**src/smrc_pkg.sv**
```systemverilog
// Constants, register map and carrier types for the synthesizer and
// modem rate configuration group.
// Assumes one device clock taken from the crystal oscillator.
//
// Notes on behaviour
// RL1 - Offset trim is two's complement and is added to the carrier word.
// RL2 - One offset step is crystal over 2^14, four carrier word steps.
// RL3 - Correction strobe or compensation adds the error estimate into the offset.
// RL4 - Carrier word bits 23:22 are read only and always read zero.
// RL5 - Carrier is crystal over 2^16 times the 24-bit word of three bytes.
// RL6 - Filter decimation is 8 times (4 plus mantissa) times 2^exponent.
// RL7 - Host never programs filter exponent and mantissa both to zero.
// RL8 - Symbol rate is a float with 8-bit mantissa, hidden one, 4-bit exponent.
// RL9 - Rate word is (256 plus mantissa) times 2^exponent, over 2^28 of crystal.
// RL10 - Rate exponent sits in bits 3:0; mantissa fills the next register.
// RL11 - Slot index times channel spacing is added to the base carrier.
// RL12 - Host writes to carrier high bits 7:6 are dropped; bits 5:0 stored.
package smrc_pkg;

  // ==========================================================================
  // Register map
  localparam int ADDR_W = 6;
  localparam logic [5:0] ADDR_OFFSET_TRIM = 6'h0C;
  localparam logic [5:0] ADDR_CARRIER_HIGH = 6'h0D;
  localparam logic [5:0] ADDR_CARRIER_MID = 6'h0E;
  localparam logic [5:0] ADDR_CARRIER_LOW = 6'h0F;
  localparam logic [5:0] ADDR_FILTER_RATE_EXP = 6'h10;
  localparam logic [5:0] ADDR_RATE_MANTISSA = 6'h11;

  // ==========================================================================
  // Reset values
  localparam logic [7:0] RST_OFFSET_TRIM = 8'h00;
  localparam logic [7:0] RST_CARRIER_HIGH = 8'h1E;
  localparam logic [7:0] RST_CARRIER_MID = 8'hC4;
  localparam logic [7:0] RST_CARRIER_LOW = 8'hEC;
  localparam logic [7:0] RST_FILTER_RATE_EXP = 8'h8C;
  localparam logic [7:0] RST_RATE_MANTISSA = 8'h22;
  localparam logic [7:0] READ_UNMAPPED = 8'h00;

  // ==========================================================================
  // Field layout and arithmetic constants
  localparam int CARRIER_STORED_W = 22;
  localparam logic [1:0] CARRIER_TOP_ZERO = 2'h0;
  localparam int SYNTH_W = 26;
  localparam int OFFSET_SHIFT = 2;
  localparam logic [8:0] BW_MANT_BASE = 9'h004;
  localparam int BW_SCALE_SHIFT = 3;
  localparam logic [23:0] RATE_HIDDEN_ONE = 24'h000100;

  typedef struct packed {
    logic [7:0] frequency_offset;
    logic [21:0] carrier_word;
    logic [1:0] filter_bw_exponent;
    logic [1:0] filter_bw_mantissa;
    logic [3:0] symbol_rate_exponent;
    logic [7:0] symbol_rate_mantissa;
  } smrc_cfg_type;

  typedef struct packed {
    logic [25:0] synth_word;
    logic [8:0] decim_ratio;
    logic [23:0] rate_word;
  } smrc_derived_type;

  typedef struct packed {
    smrc_cfg_type cfg;
    logic [7:0] rd_data;
    smrc_derived_type derived;
  } smrc_state_type;

endpackage : smrc_pkg

```
**src/smrc_derive.sv**
```systemverilog
// Combinational derivation of synthesizer, filter and rate control values.
// Assumes the caller registers the results.
`timescale 1ns/1ps

module smrc_derive
  import smrc_pkg::*;
(
  input wire smrc_cfg_type cfg, // Stored configuration fields
  input wire logic [7:0] rf_slot_index, // Unsigned channel index
  input wire logic [7:0] slot_spacing, // Channel spacing in carrier steps
  output smrc_derived_type derived // Derived control values
);

  logic [25:0] base_w;
  logic [25:0] slot_w;
  logic [25:0] offset_w;

  // ==========================================================================
  // Synthesizer word
  // The offset is four times coarser than a carrier step, so it is shifted
  // up rather than scaled by a multiplier.
  always_comb begin
    base_w = SYNTH_W'({CARRIER_TOP_ZERO, cfg.carrier_word}); // see RL5
    slot_w = SYNTH_W'(rf_slot_index * slot_spacing); // see RL11
    offset_w = SYNTH_W'({{18{cfg.frequency_offset[7]}},
      cfg.frequency_offset} << OFFSET_SHIFT); // see RL1 see RL2
    derived.synth_word = SYNTH_W'(base_w + slot_w + offset_w); // see RL1
    derived.decim_ratio = 9'((BW_MANT_BASE + 9'(cfg.filter_bw_mantissa))
      << (BW_SCALE_SHIFT + int'(cfg.filter_bw_exponent))); // see RL6
    derived.rate_word = 24'((RATE_HIDDEN_ONE + 24'(cfg.symbol_rate_mantissa))
      << cfg.symbol_rate_exponent); // see RL8 see RL9
  end

endmodule : smrc_derive

```
**src/smrc_regs.sv**
```systemverilog
// Register group for carrier word, offset trim, filter bandwidth and rate.
// Assumes the serial port logic delivers decoded register accesses on the
// device clock, and correction events come from logic on the same clock.
`timescale 1ns/1ps

module smrc_regs
  import smrc_pkg::*;
(
  input wire logic ref_clk, // Device clock
  input wire logic rst_n, // Synchronous reset, active low
  input wire logic [5:0] reg_addr, // Register address
  input wire logic reg_wr, // Write strobe
  input wire logic [7:0] reg_wdata, // Write data
  input wire logic reg_rd, // Read strobe
  output logic [7:0] reg_rdata, // Read data, valid cycle after reg_rd
  input wire logic apply_correction_strobe, // Correction strobe command
  input wire logic auto_frequency_compensation, // Compensation event
  input wire logic [7:0] frequency_error_estimate, // Signed error estimate
  input wire logic [7:0] rf_slot_index, // Channel index
  input wire logic [7:0] slot_spacing, // Channel spacing in carrier steps
  output logic [25:0] synth_word, // Word driving the synthesizer
  output logic [8:0] decim_ratio, // Channel filter decimation ratio
  output logic [23:0] rate_word // Symbol rate word
);

  smrc_state_type st_q;
  smrc_state_type st_d;
  smrc_derived_type derived_c;

  // ==========================================================================
  // Register select
  // One decoded select serves both the write and the read path.
  typedef enum {
    SEL_NONE,
    SEL_TRIM,
    SEL_HIGH,
    SEL_MID,
    SEL_LOW,
    SEL_FILT,
    SEL_MANT
  } smrc_sel_type;

  smrc_sel_type acc_sel;

  smrc_derive u_derive (
    .cfg(st_q.cfg),
    .rf_slot_index(rf_slot_index),
    .slot_spacing(slot_spacing),
    .derived(derived_c)
  );

  // ==========================================================================
  // Address decode
  // Unmapped addresses decode to no register, so writes to them are lost
  // and reads of them return the unmapped value.
  function automatic smrc_sel_type decode_addr(input logic [5:0] addr);
    smrc_sel_type sel;
    sel = SEL_NONE;
    if (addr == ADDR_OFFSET_TRIM) begin
      sel = SEL_TRIM;
    end else if (addr == ADDR_CARRIER_HIGH) begin
      sel = SEL_HIGH;
    end else if (addr == ADDR_CARRIER_MID) begin
      sel = SEL_MID;
    end else if (addr == ADDR_CARRIER_LOW) begin
      sel = SEL_LOW;
    end else if (addr == ADDR_FILTER_RATE_EXP) begin
      sel = SEL_FILT;
    end else if (addr == ADDR_RATE_MANTISSA) begin
      sel = SEL_MANT;
    end else begin
      sel = SEL_NONE;
    end
    return sel;
  endfunction : decode_addr

  // ==========================================================================
  // Register write
  // Only the six stored carrier bits are taken from the high byte; the two
  // top bits of the word are wired to zero and cannot be set by the host.
  function automatic smrc_cfg_type write_reg(
    input smrc_cfg_type cfg,
    input smrc_sel_type sel,
    input logic [7:0] data
  );
    smrc_cfg_type nxt;
    nxt = cfg;
    case (sel)
      SEL_TRIM: begin
        nxt.frequency_offset = data;
      end
      SEL_HIGH: begin
        nxt.carrier_word[21:16] = data[5:0]; // see RL12 see RL4
      end
      SEL_MID: begin
        nxt.carrier_word[15:8] = data;
      end
      SEL_LOW: begin
        nxt.carrier_word[7:0] = data;
      end
      SEL_FILT: begin
        // Exponent and mantissa both zero is not guarded here. See RL7.
        nxt.filter_bw_exponent = data[7:6]; // see RL6
        nxt.filter_bw_mantissa = data[5:4]; // see RL6
        nxt.symbol_rate_exponent = data[3:0]; // see RL10
      end
      SEL_MANT: begin
        nxt.symbol_rate_mantissa = data; // see RL10
      end
      default: begin
        nxt = cfg;
      end
    endcase
    return nxt;
  endfunction : write_reg

  // ==========================================================================
  // Register read
  function automatic logic [7:0] read_reg(
    input smrc_cfg_type cfg,
    input smrc_sel_type sel
  );
    logic [7:0] val;
    val = READ_UNMAPPED;
    case (sel)
      SEL_TRIM: begin
        val = cfg.frequency_offset;
      end
      SEL_HIGH: begin
        val = {CARRIER_TOP_ZERO, cfg.carrier_word[21:16]}; // see RL4
      end
      SEL_MID: begin
        val = cfg.carrier_word[15:8];
      end
      SEL_LOW: begin
        val = cfg.carrier_word[7:0];
      end
      SEL_FILT: begin
        val = {cfg.filter_bw_exponent, cfg.filter_bw_mantissa,
          cfg.symbol_rate_exponent}; // see RL10
      end
      SEL_MANT: begin
        val = cfg.symbol_rate_mantissa; // see RL10
      end
      default: begin
        val = READ_UNMAPPED;
      end
    endcase
    return val;
  endfunction : read_reg

  // ==========================================================================
  // Offset correction
  // The sum wraps in eight bits; a large estimate can fold the trim over
  // from one end of its range to the other, which the user must avoid.
  function automatic logic [7:0] corrected_offset(
    input logic [7:0] offset,
    input logic [7:0] estimate
  );
    return 8'(offset + estimate); // see RL3
  endfunction : corrected_offset

  // ==========================================================================
  // Reset configuration
  function automatic smrc_cfg_type reset_cfg();
    smrc_cfg_type cfg;
    cfg.frequency_offset = RST_OFFSET_TRIM;
    cfg.carrier_word = {RST_CARRIER_HIGH[5:0], RST_CARRIER_MID,
      RST_CARRIER_LOW};
    cfg.filter_bw_exponent = RST_FILTER_RATE_EXP[7:6];
    cfg.filter_bw_mantissa = RST_FILTER_RATE_EXP[5:4];
    cfg.symbol_rate_exponent = RST_FILTER_RATE_EXP[3:0];
    cfg.symbol_rate_mantissa = RST_RATE_MANTISSA;
    return cfg;
  endfunction : reset_cfg

  // ==========================================================================
  // Next state
  // The derived values are registered once more, so they follow a change
  // of configuration two edges after the write that made it.
  always_comb begin
    st_d = st_q;
    acc_sel = decode_addr(reg_addr);
    st_d.derived = derived_c;
    if (reg_wr) begin
      st_d.cfg = write_reg(st_q.cfg, acc_sel, reg_wdata);
    end
    // A correction in the same cycle as a host write to the trim wins, so
    // the hardware update is never lost.
    if (apply_correction_strobe || auto_frequency_compensation) begin
      st_d.cfg.frequency_offset = corrected_offset(
        st_q.cfg.frequency_offset, frequency_error_estimate); // see RL3
    end
    // A read in the same cycle as a write returns the old value.
    if (reg_rd) begin
      st_d.rd_data = read_reg(st_q.cfg, acc_sel);
    end
  end

  // ==========================================================================
  // State register
  always_ff @(posedge ref_clk) begin
    if (!rst_n) begin
      st_q.cfg <= reset_cfg();
      st_q.rd_data <= READ_UNMAPPED;
      st_q.derived <= '0;
    end else begin
      st_q <= st_d;
    end
  end

  assign reg_rdata = st_q.rd_data;
  assign synth_word = st_q.derived.synth_word;
  assign decim_ratio = st_q.derived.decim_ratio;
  assign rate_word = st_q.derived.rate_word;

endmodule : smrc_regs

```
**config.mk**
```make
export PLATFORM = sky130hd
export DESIGN_NAME = smrc_regs
export DESIGN_NICKNAME = d
export VERILOG_FILES = /design/src/smrc_pkg.sv /design/src/smrc_derive.sv /design/src/smrc_regs.sv
export SDC_FILE = /design/constraint.sdc
export NUM_CORES = 1
export LEC_CHECK = 0
export BUFFER_PORTS_ARGS = -buffer_cell sky130_fd_sc_hd__buf_2
export CAP_MARGIN = 40
export CORE_ASPECT_RATIO = 0.75
export CORE_MARGIN = 4
export CORE_UTILIZATION = 40
export DETAILED_ROUTE_END_ITERATION = 10
export GPL_TIMING_DRIVEN = 0
export PLACE_DENSITY_LB_ADDON = 0.2
export SETUP_SLACK_MARGIN = 0.2
export SYNTH_ARGS = -nofsm -noshare
export SYNTH_HDL_FRONTEND = slang
export SYNTH_HIERARCHICAL = 1
export SYNTH_SLANG_ARGS = --single-unit
```
**constraint.sdc**
```tcl
create_clock -name ref_clk -period 17.2 [get_ports ref_clk]
set_input_delay 2.58 -clock ref_clk [delete_from_list [all_inputs] [get_ports ref_clk]]
set_output_delay 2.58 -clock ref_clk [all_outputs]
set_load 0.02 [all_outputs]
```
======== Yosys cells after proc, flatten, opt, wreduce, memory -nomap -nowiden ========
Index checks and enable logic that the tools add are counted.
operators by class
  $add $sub $neg .......................... 6
  multiply operators ...................... 1
  eq/ne operators ......................... 12
  shifts and indexed selects .............. 2
  muxes and demuxes ....................... 15
  reductions and logical operators ........ 9
operators by type and width
  kind                                                                    count
  32-bit by 3-bit equality test with 1-bit output, second input constant  3
  32-bit by 2-bit equality test with 1-bit output, second input constant  2
  8-bit 2-to-1 mux                                                        6
  8-bit one-hot mux with 6 select lines                                   1
  46-bit 2-to-1 mux                                                       1
  32-bit by 1-bit equality test with 1-bit output, second input constant  1
  9-bit by 32-bit << shifter with 9-bit output                            1
  26-bit adder                                                            1
  6-bit by 4-bit equality test with 1-bit output, second input constant   4
  10-bit by 4-bit << shifter with 24-bit output                           1
  22-bit by 16-bit adder with 23-bit output                               1
  3-bit 2-to-1 mux                                                        6
  8-bit by 8-bit multiplier with 16-bit output                            1
  6-bit by 5-bit equality test with 1-bit output, second input constant   2
  2-bit AND reduction                                                     6
  9-bit by 8-bit adder with 10-bit output, first input constant           1
  8-bit adder                                                             1
  6-bit 2-to-1 mux                                                        1
  3-bit by 2-bit adder with 4-bit output, first input constant            1
  2-bit nonzero test                                                      2
  2-bit by 2-bit adder with 3-bit output, first input constant            1
  1-bit logical OR                                                        1
storage, ports and cells
  register bits ........................... 113
  bits of input ports ..................... 44
  output and inout port bits .............. 67
  word-level logic and storage cells ...... 57

======== Depth between registers and ports, before layout ========
  word-level depth ........................ 11
  depth in mapped cells ................... 26
  gate-level depth less buffers ........... 26

======== Hierarchy ========
The synthesis kept the hierarchy.
modules (own cells, without submodules)
  module       times used  cells each  area each (sq um)  seq. area each (sq um)
  smrc_regs    1           501         4964.8             2262.2
  smrc_derive  1           572         4306.6             0.0

======== Worst setup path before layout ========
Ideal clock, no wire load.
  path type ............................... input port to flip-flop
  start ................................... input port rf_slot_index[3]
  end ..................................... register st_q (netlist bit synth_word[23])
  library setup time ...................... 115 ps
  arrival time ............................ 8069 ps
  required time ........................... 17085 ps
  slack ................................... 9016 ps
  stages on the path ...................... 24
  buffers on the path ..................... 0
  cell sequence ........................... and2_1 -> fa_1 -> fa_1 -> fa_1 -> inv_1 -> fa_1 -> inv_1 -> ha_1 -> a211oi_1 -> o211ai_1 -> a311o_1 -> o21a_1 -> a21o_1 -> a21oi_2 -> xnor2_1 -> ha_1 -> inv_1 -> o21bai_1 -> a221oi_1 -> nand2_1 -> o21ai_0 -> o211ai_1 -> xor2_1 -> and2_1
RTL lines
  what                  RTL line          source
  from (decl)           smrc_regs.sv:19   input wire logic [7:0] rf_slot_index,
  to (signal assigned)  smrc_regs.sv:208  st_q <= st_d;
  to (decl)             smrc_regs.sv:26   smrc_state_type st_q;

==> impl_metrics.toml <==
[grt]
grt_pass1_wl_mm = 40.01
grt_pass1_vias = 7244
grt_max_degree = 23
antenna_found_initial = 0
grt_usage = 0.1968
overflow = 0

[placed_design]
place_congestion = 0.8954
post-dp-hpwl_mm = 19.90
portBuffers = 108
dp_cells = 1477
dpl_cell_area_mm2 = 0.01021
pre_cts_ws_ns = 8.351

[run_status]
status = "finished, final reports clean"

[pwr]
p_seq_frac = 0.204
leakagePower_nw = 5.273
finalPower_mw = 1.505
swShare = 0.4003
p_int_mw = 0.9027
p_clk_frac = 0.253
p_per_area_mw_per_mm2 = 138.9
p_sw_mw = 0.6026
combPwrFrac = 0.543
ir_drop_v = 0.00009299

[worst_setup_path]
setup.worst_path.start = "rf_slot_index[3]"
start_kind = "input port"
cp-end-kind = "flop"
critical_path_required_ns = 17.51
crit_arrival_ns = 8.75
reg2reg_from = "st_q[89]"
path_class = "in2reg"
crit_fanout = 8

[clock_network]
postCtsHoldBufs = 0
cts_resized = 0
clk_pin_slew_ns = 0.06
cts-root-buf = "clkbuf_16"
cts.path.max_buffers = 2
clk_latency_ns = 0.43
cts.sinks = 113
post-cts-setup-buffers = 0
cts_tree = "yes"
cts_buffers = 17
cts-htree-levels = 4

[min_path]
hp-start = "reg_rdata[5]"
hold_class = "reg2reg"

[synthesis]
syn_area_mm2 = 0.009271
ys_types = 73
yosysWarnings = 6
yosysTopAreaCellShare = 0.2440
synth.area.top_cells = "dfxtp_1 (24%), fa_1 (11%), ha_1 (9.9%), and2_1 (6.7%), buf_4 (5.7%)"
synth_area_per_cell_um2 = 8.641
synth_nets = 1242
synth_top_cell_by_area = "dfxtp_1"
syn_inst = 1073
synth_edf_count = 0
async_reset_ff_frac = 0
yosys_most_used_dff = "dfxtp_1"
yosysSeqAreaShare = 0.2440
ys_ff_latch = 113

[cells_and_area]
fin_cells = 1509
final_cell_mix = "buf_2 (117), dfxtp_1 (113), inv_1 (107)"
final_common_cell = "buf_2"
n_antenna_cell = 0
regArea_mm2 = 0.002262
fillers = 2182
multi_input_area_mm2 = 0.005933
drive_gt1_frac = 0.2008
design_area_mm2 = 0.01084
post-route-util = 0.4838
nNetsFinal = 1371
syn2layout_area_growth_pct = 16.91

[routing]
wl_met3_mm = 2.181
top_layer = "met4"
met2_length_mm = 9.477
post_drt_via_cell_ratio = 5.101
drtPass1Iterations = 6
antenna_left = 0
post-route-drc-count = 0
drt_wl_total_mm = 25.00
wl_per_cell_um = 16.57
via_count = 7698
drt_iter0_drc = 871
met1_length_mm = 13.10

[die]
die_area_mm2 = 0.02570
die_x_um = 183.8
die_h_um = 139.9
ioPinCount = 111
initial_core_util = 0.4138
core.rowCount = 47
coreArea_mm2 = 0.02241

[sta]
setup-tns-final_ns = 0
hold_viol = 0
setup_violations = 0
relSlewSlack = 0.4931
timing.fmax_mhz = 118.4
setup_slack_ns = 8.757
fin_crit_sh = 0.4909
fin_crit_ns = 8.443
timing.hold.ws_ns = 0.5055
finalClockSkew_ns = 0.01786
worst_slew_pin_slew_ns = 0.7576
slew_violations = 0
rsz0062_at_grt = "no"

[job]
maxCapViolCount = 0
power groups by stage:
stage	sequential [mW]	combinational [mW]	clock [mW]
2_1_floorplan	0.307	0.641	0
3_3_place_gp	0.314	0.802	0
3_5_place_dp	0.312	0.810	0
4_1_cts	0.306	0.816	0.387
5_1_grt	0.308	0.922	0.399
6_report	0.306	0.817	0.382
worst max-delay path: stages:
cell	delay (ns)
buf_2	0.15
and2_1	0.19
fa_1	0.50
fa_1	0.55
fa_1	0.56
inv_1	0.06
fa_1	0.55
inv_1	0.05
ha_1	0.35
a211oi_1	0.22
o211ai_1	0.14
a311o_1	0.37
o21a_1	0.14
a21o_1	0.19
a21oi_2	0.14
xnor2_1	0.15
ha_1	0.34
inv_1	0.17
o21bai_1	0.09
a221oi_1	0.43
nand2_1	0.09
o21ai_0	0.29
o211ai_1	0.14
xor2_1	0.15
and2_1	0.16
final timing paths:
path	endpoint	slack, ns	cells after the start
setup / recovery	synth_word[23]	8.76	25
hold / removal	reg_rdata[5]	0.51	2
setup reg to reg	synth_word[23]	10.85	25
hold reg to reg	reg_rdata[5]	0.51	2
sequential cells by signal, summed over array words and instances (netlist names):
signal       cells
decim_ratio      9
synth_word      26
st_q            46
reg_rdata        8
rate_word       24
layout make-up:
cell class / instances / share of cell area
multi-input combinational: 750 / 0.5474
clock buffer: 18 / 0.04052
timing repair buffer: 110 / 0.05287
sequential: 113 / 0.2087
tap: 294 / 0.03394
inverter: 111 / 0.03844
clock inverter: 14 / 0.01732
buffer: 99 / 0.06083
per-layer routing:
metal,vias to the layer above,track usage
li1,3845,-
met1,3526,0.3234
met2,307,0.2590
met3,20,0.04253
met4,0,0.03695
met5,-,0
logic make-up after synthesis:
kind of cell             after synthesis  synth area share
buffers and inverters                210            0.1161
AND/OR/NAND/NOR                      345            0.1981
AO/OA/AOI/OAI                        191            0.1387
flip-flops                           113            0.2440
XOR/XNOR                              36           0.03401
multiplexers                          53           0.05830
adder cells (fa/ha/maj)              125            0.2108
synthesized netlist by cell type, drive strengths merged, types with 4 or more instances:
cell type / count
mux2i: 48
and2: 100
nand3: 32
mux2: 5
xnor2: 25
a222oi: 5
o211ai: 4
a21o: 12
dfxtp: 113
ha: 73
a221oi: 4
a41o: 5
a22oi: 8
xor2: 11
a31oi: 7
a211oi: 14
o22ai: 7
buf: 81
fa: 52
clkbuf: 18
nor4b: 4
nor3: 14
nand4: 8
inv: 107
nor2: 66
nand2b: 6
nand2: 83
o21bai: 5
and3: 7
a21oi: 48
nor2b: 8
o21a: 8
o21ai: 40
clkinv: 4
Note: power is estimated with default switching activity, not from simulation.
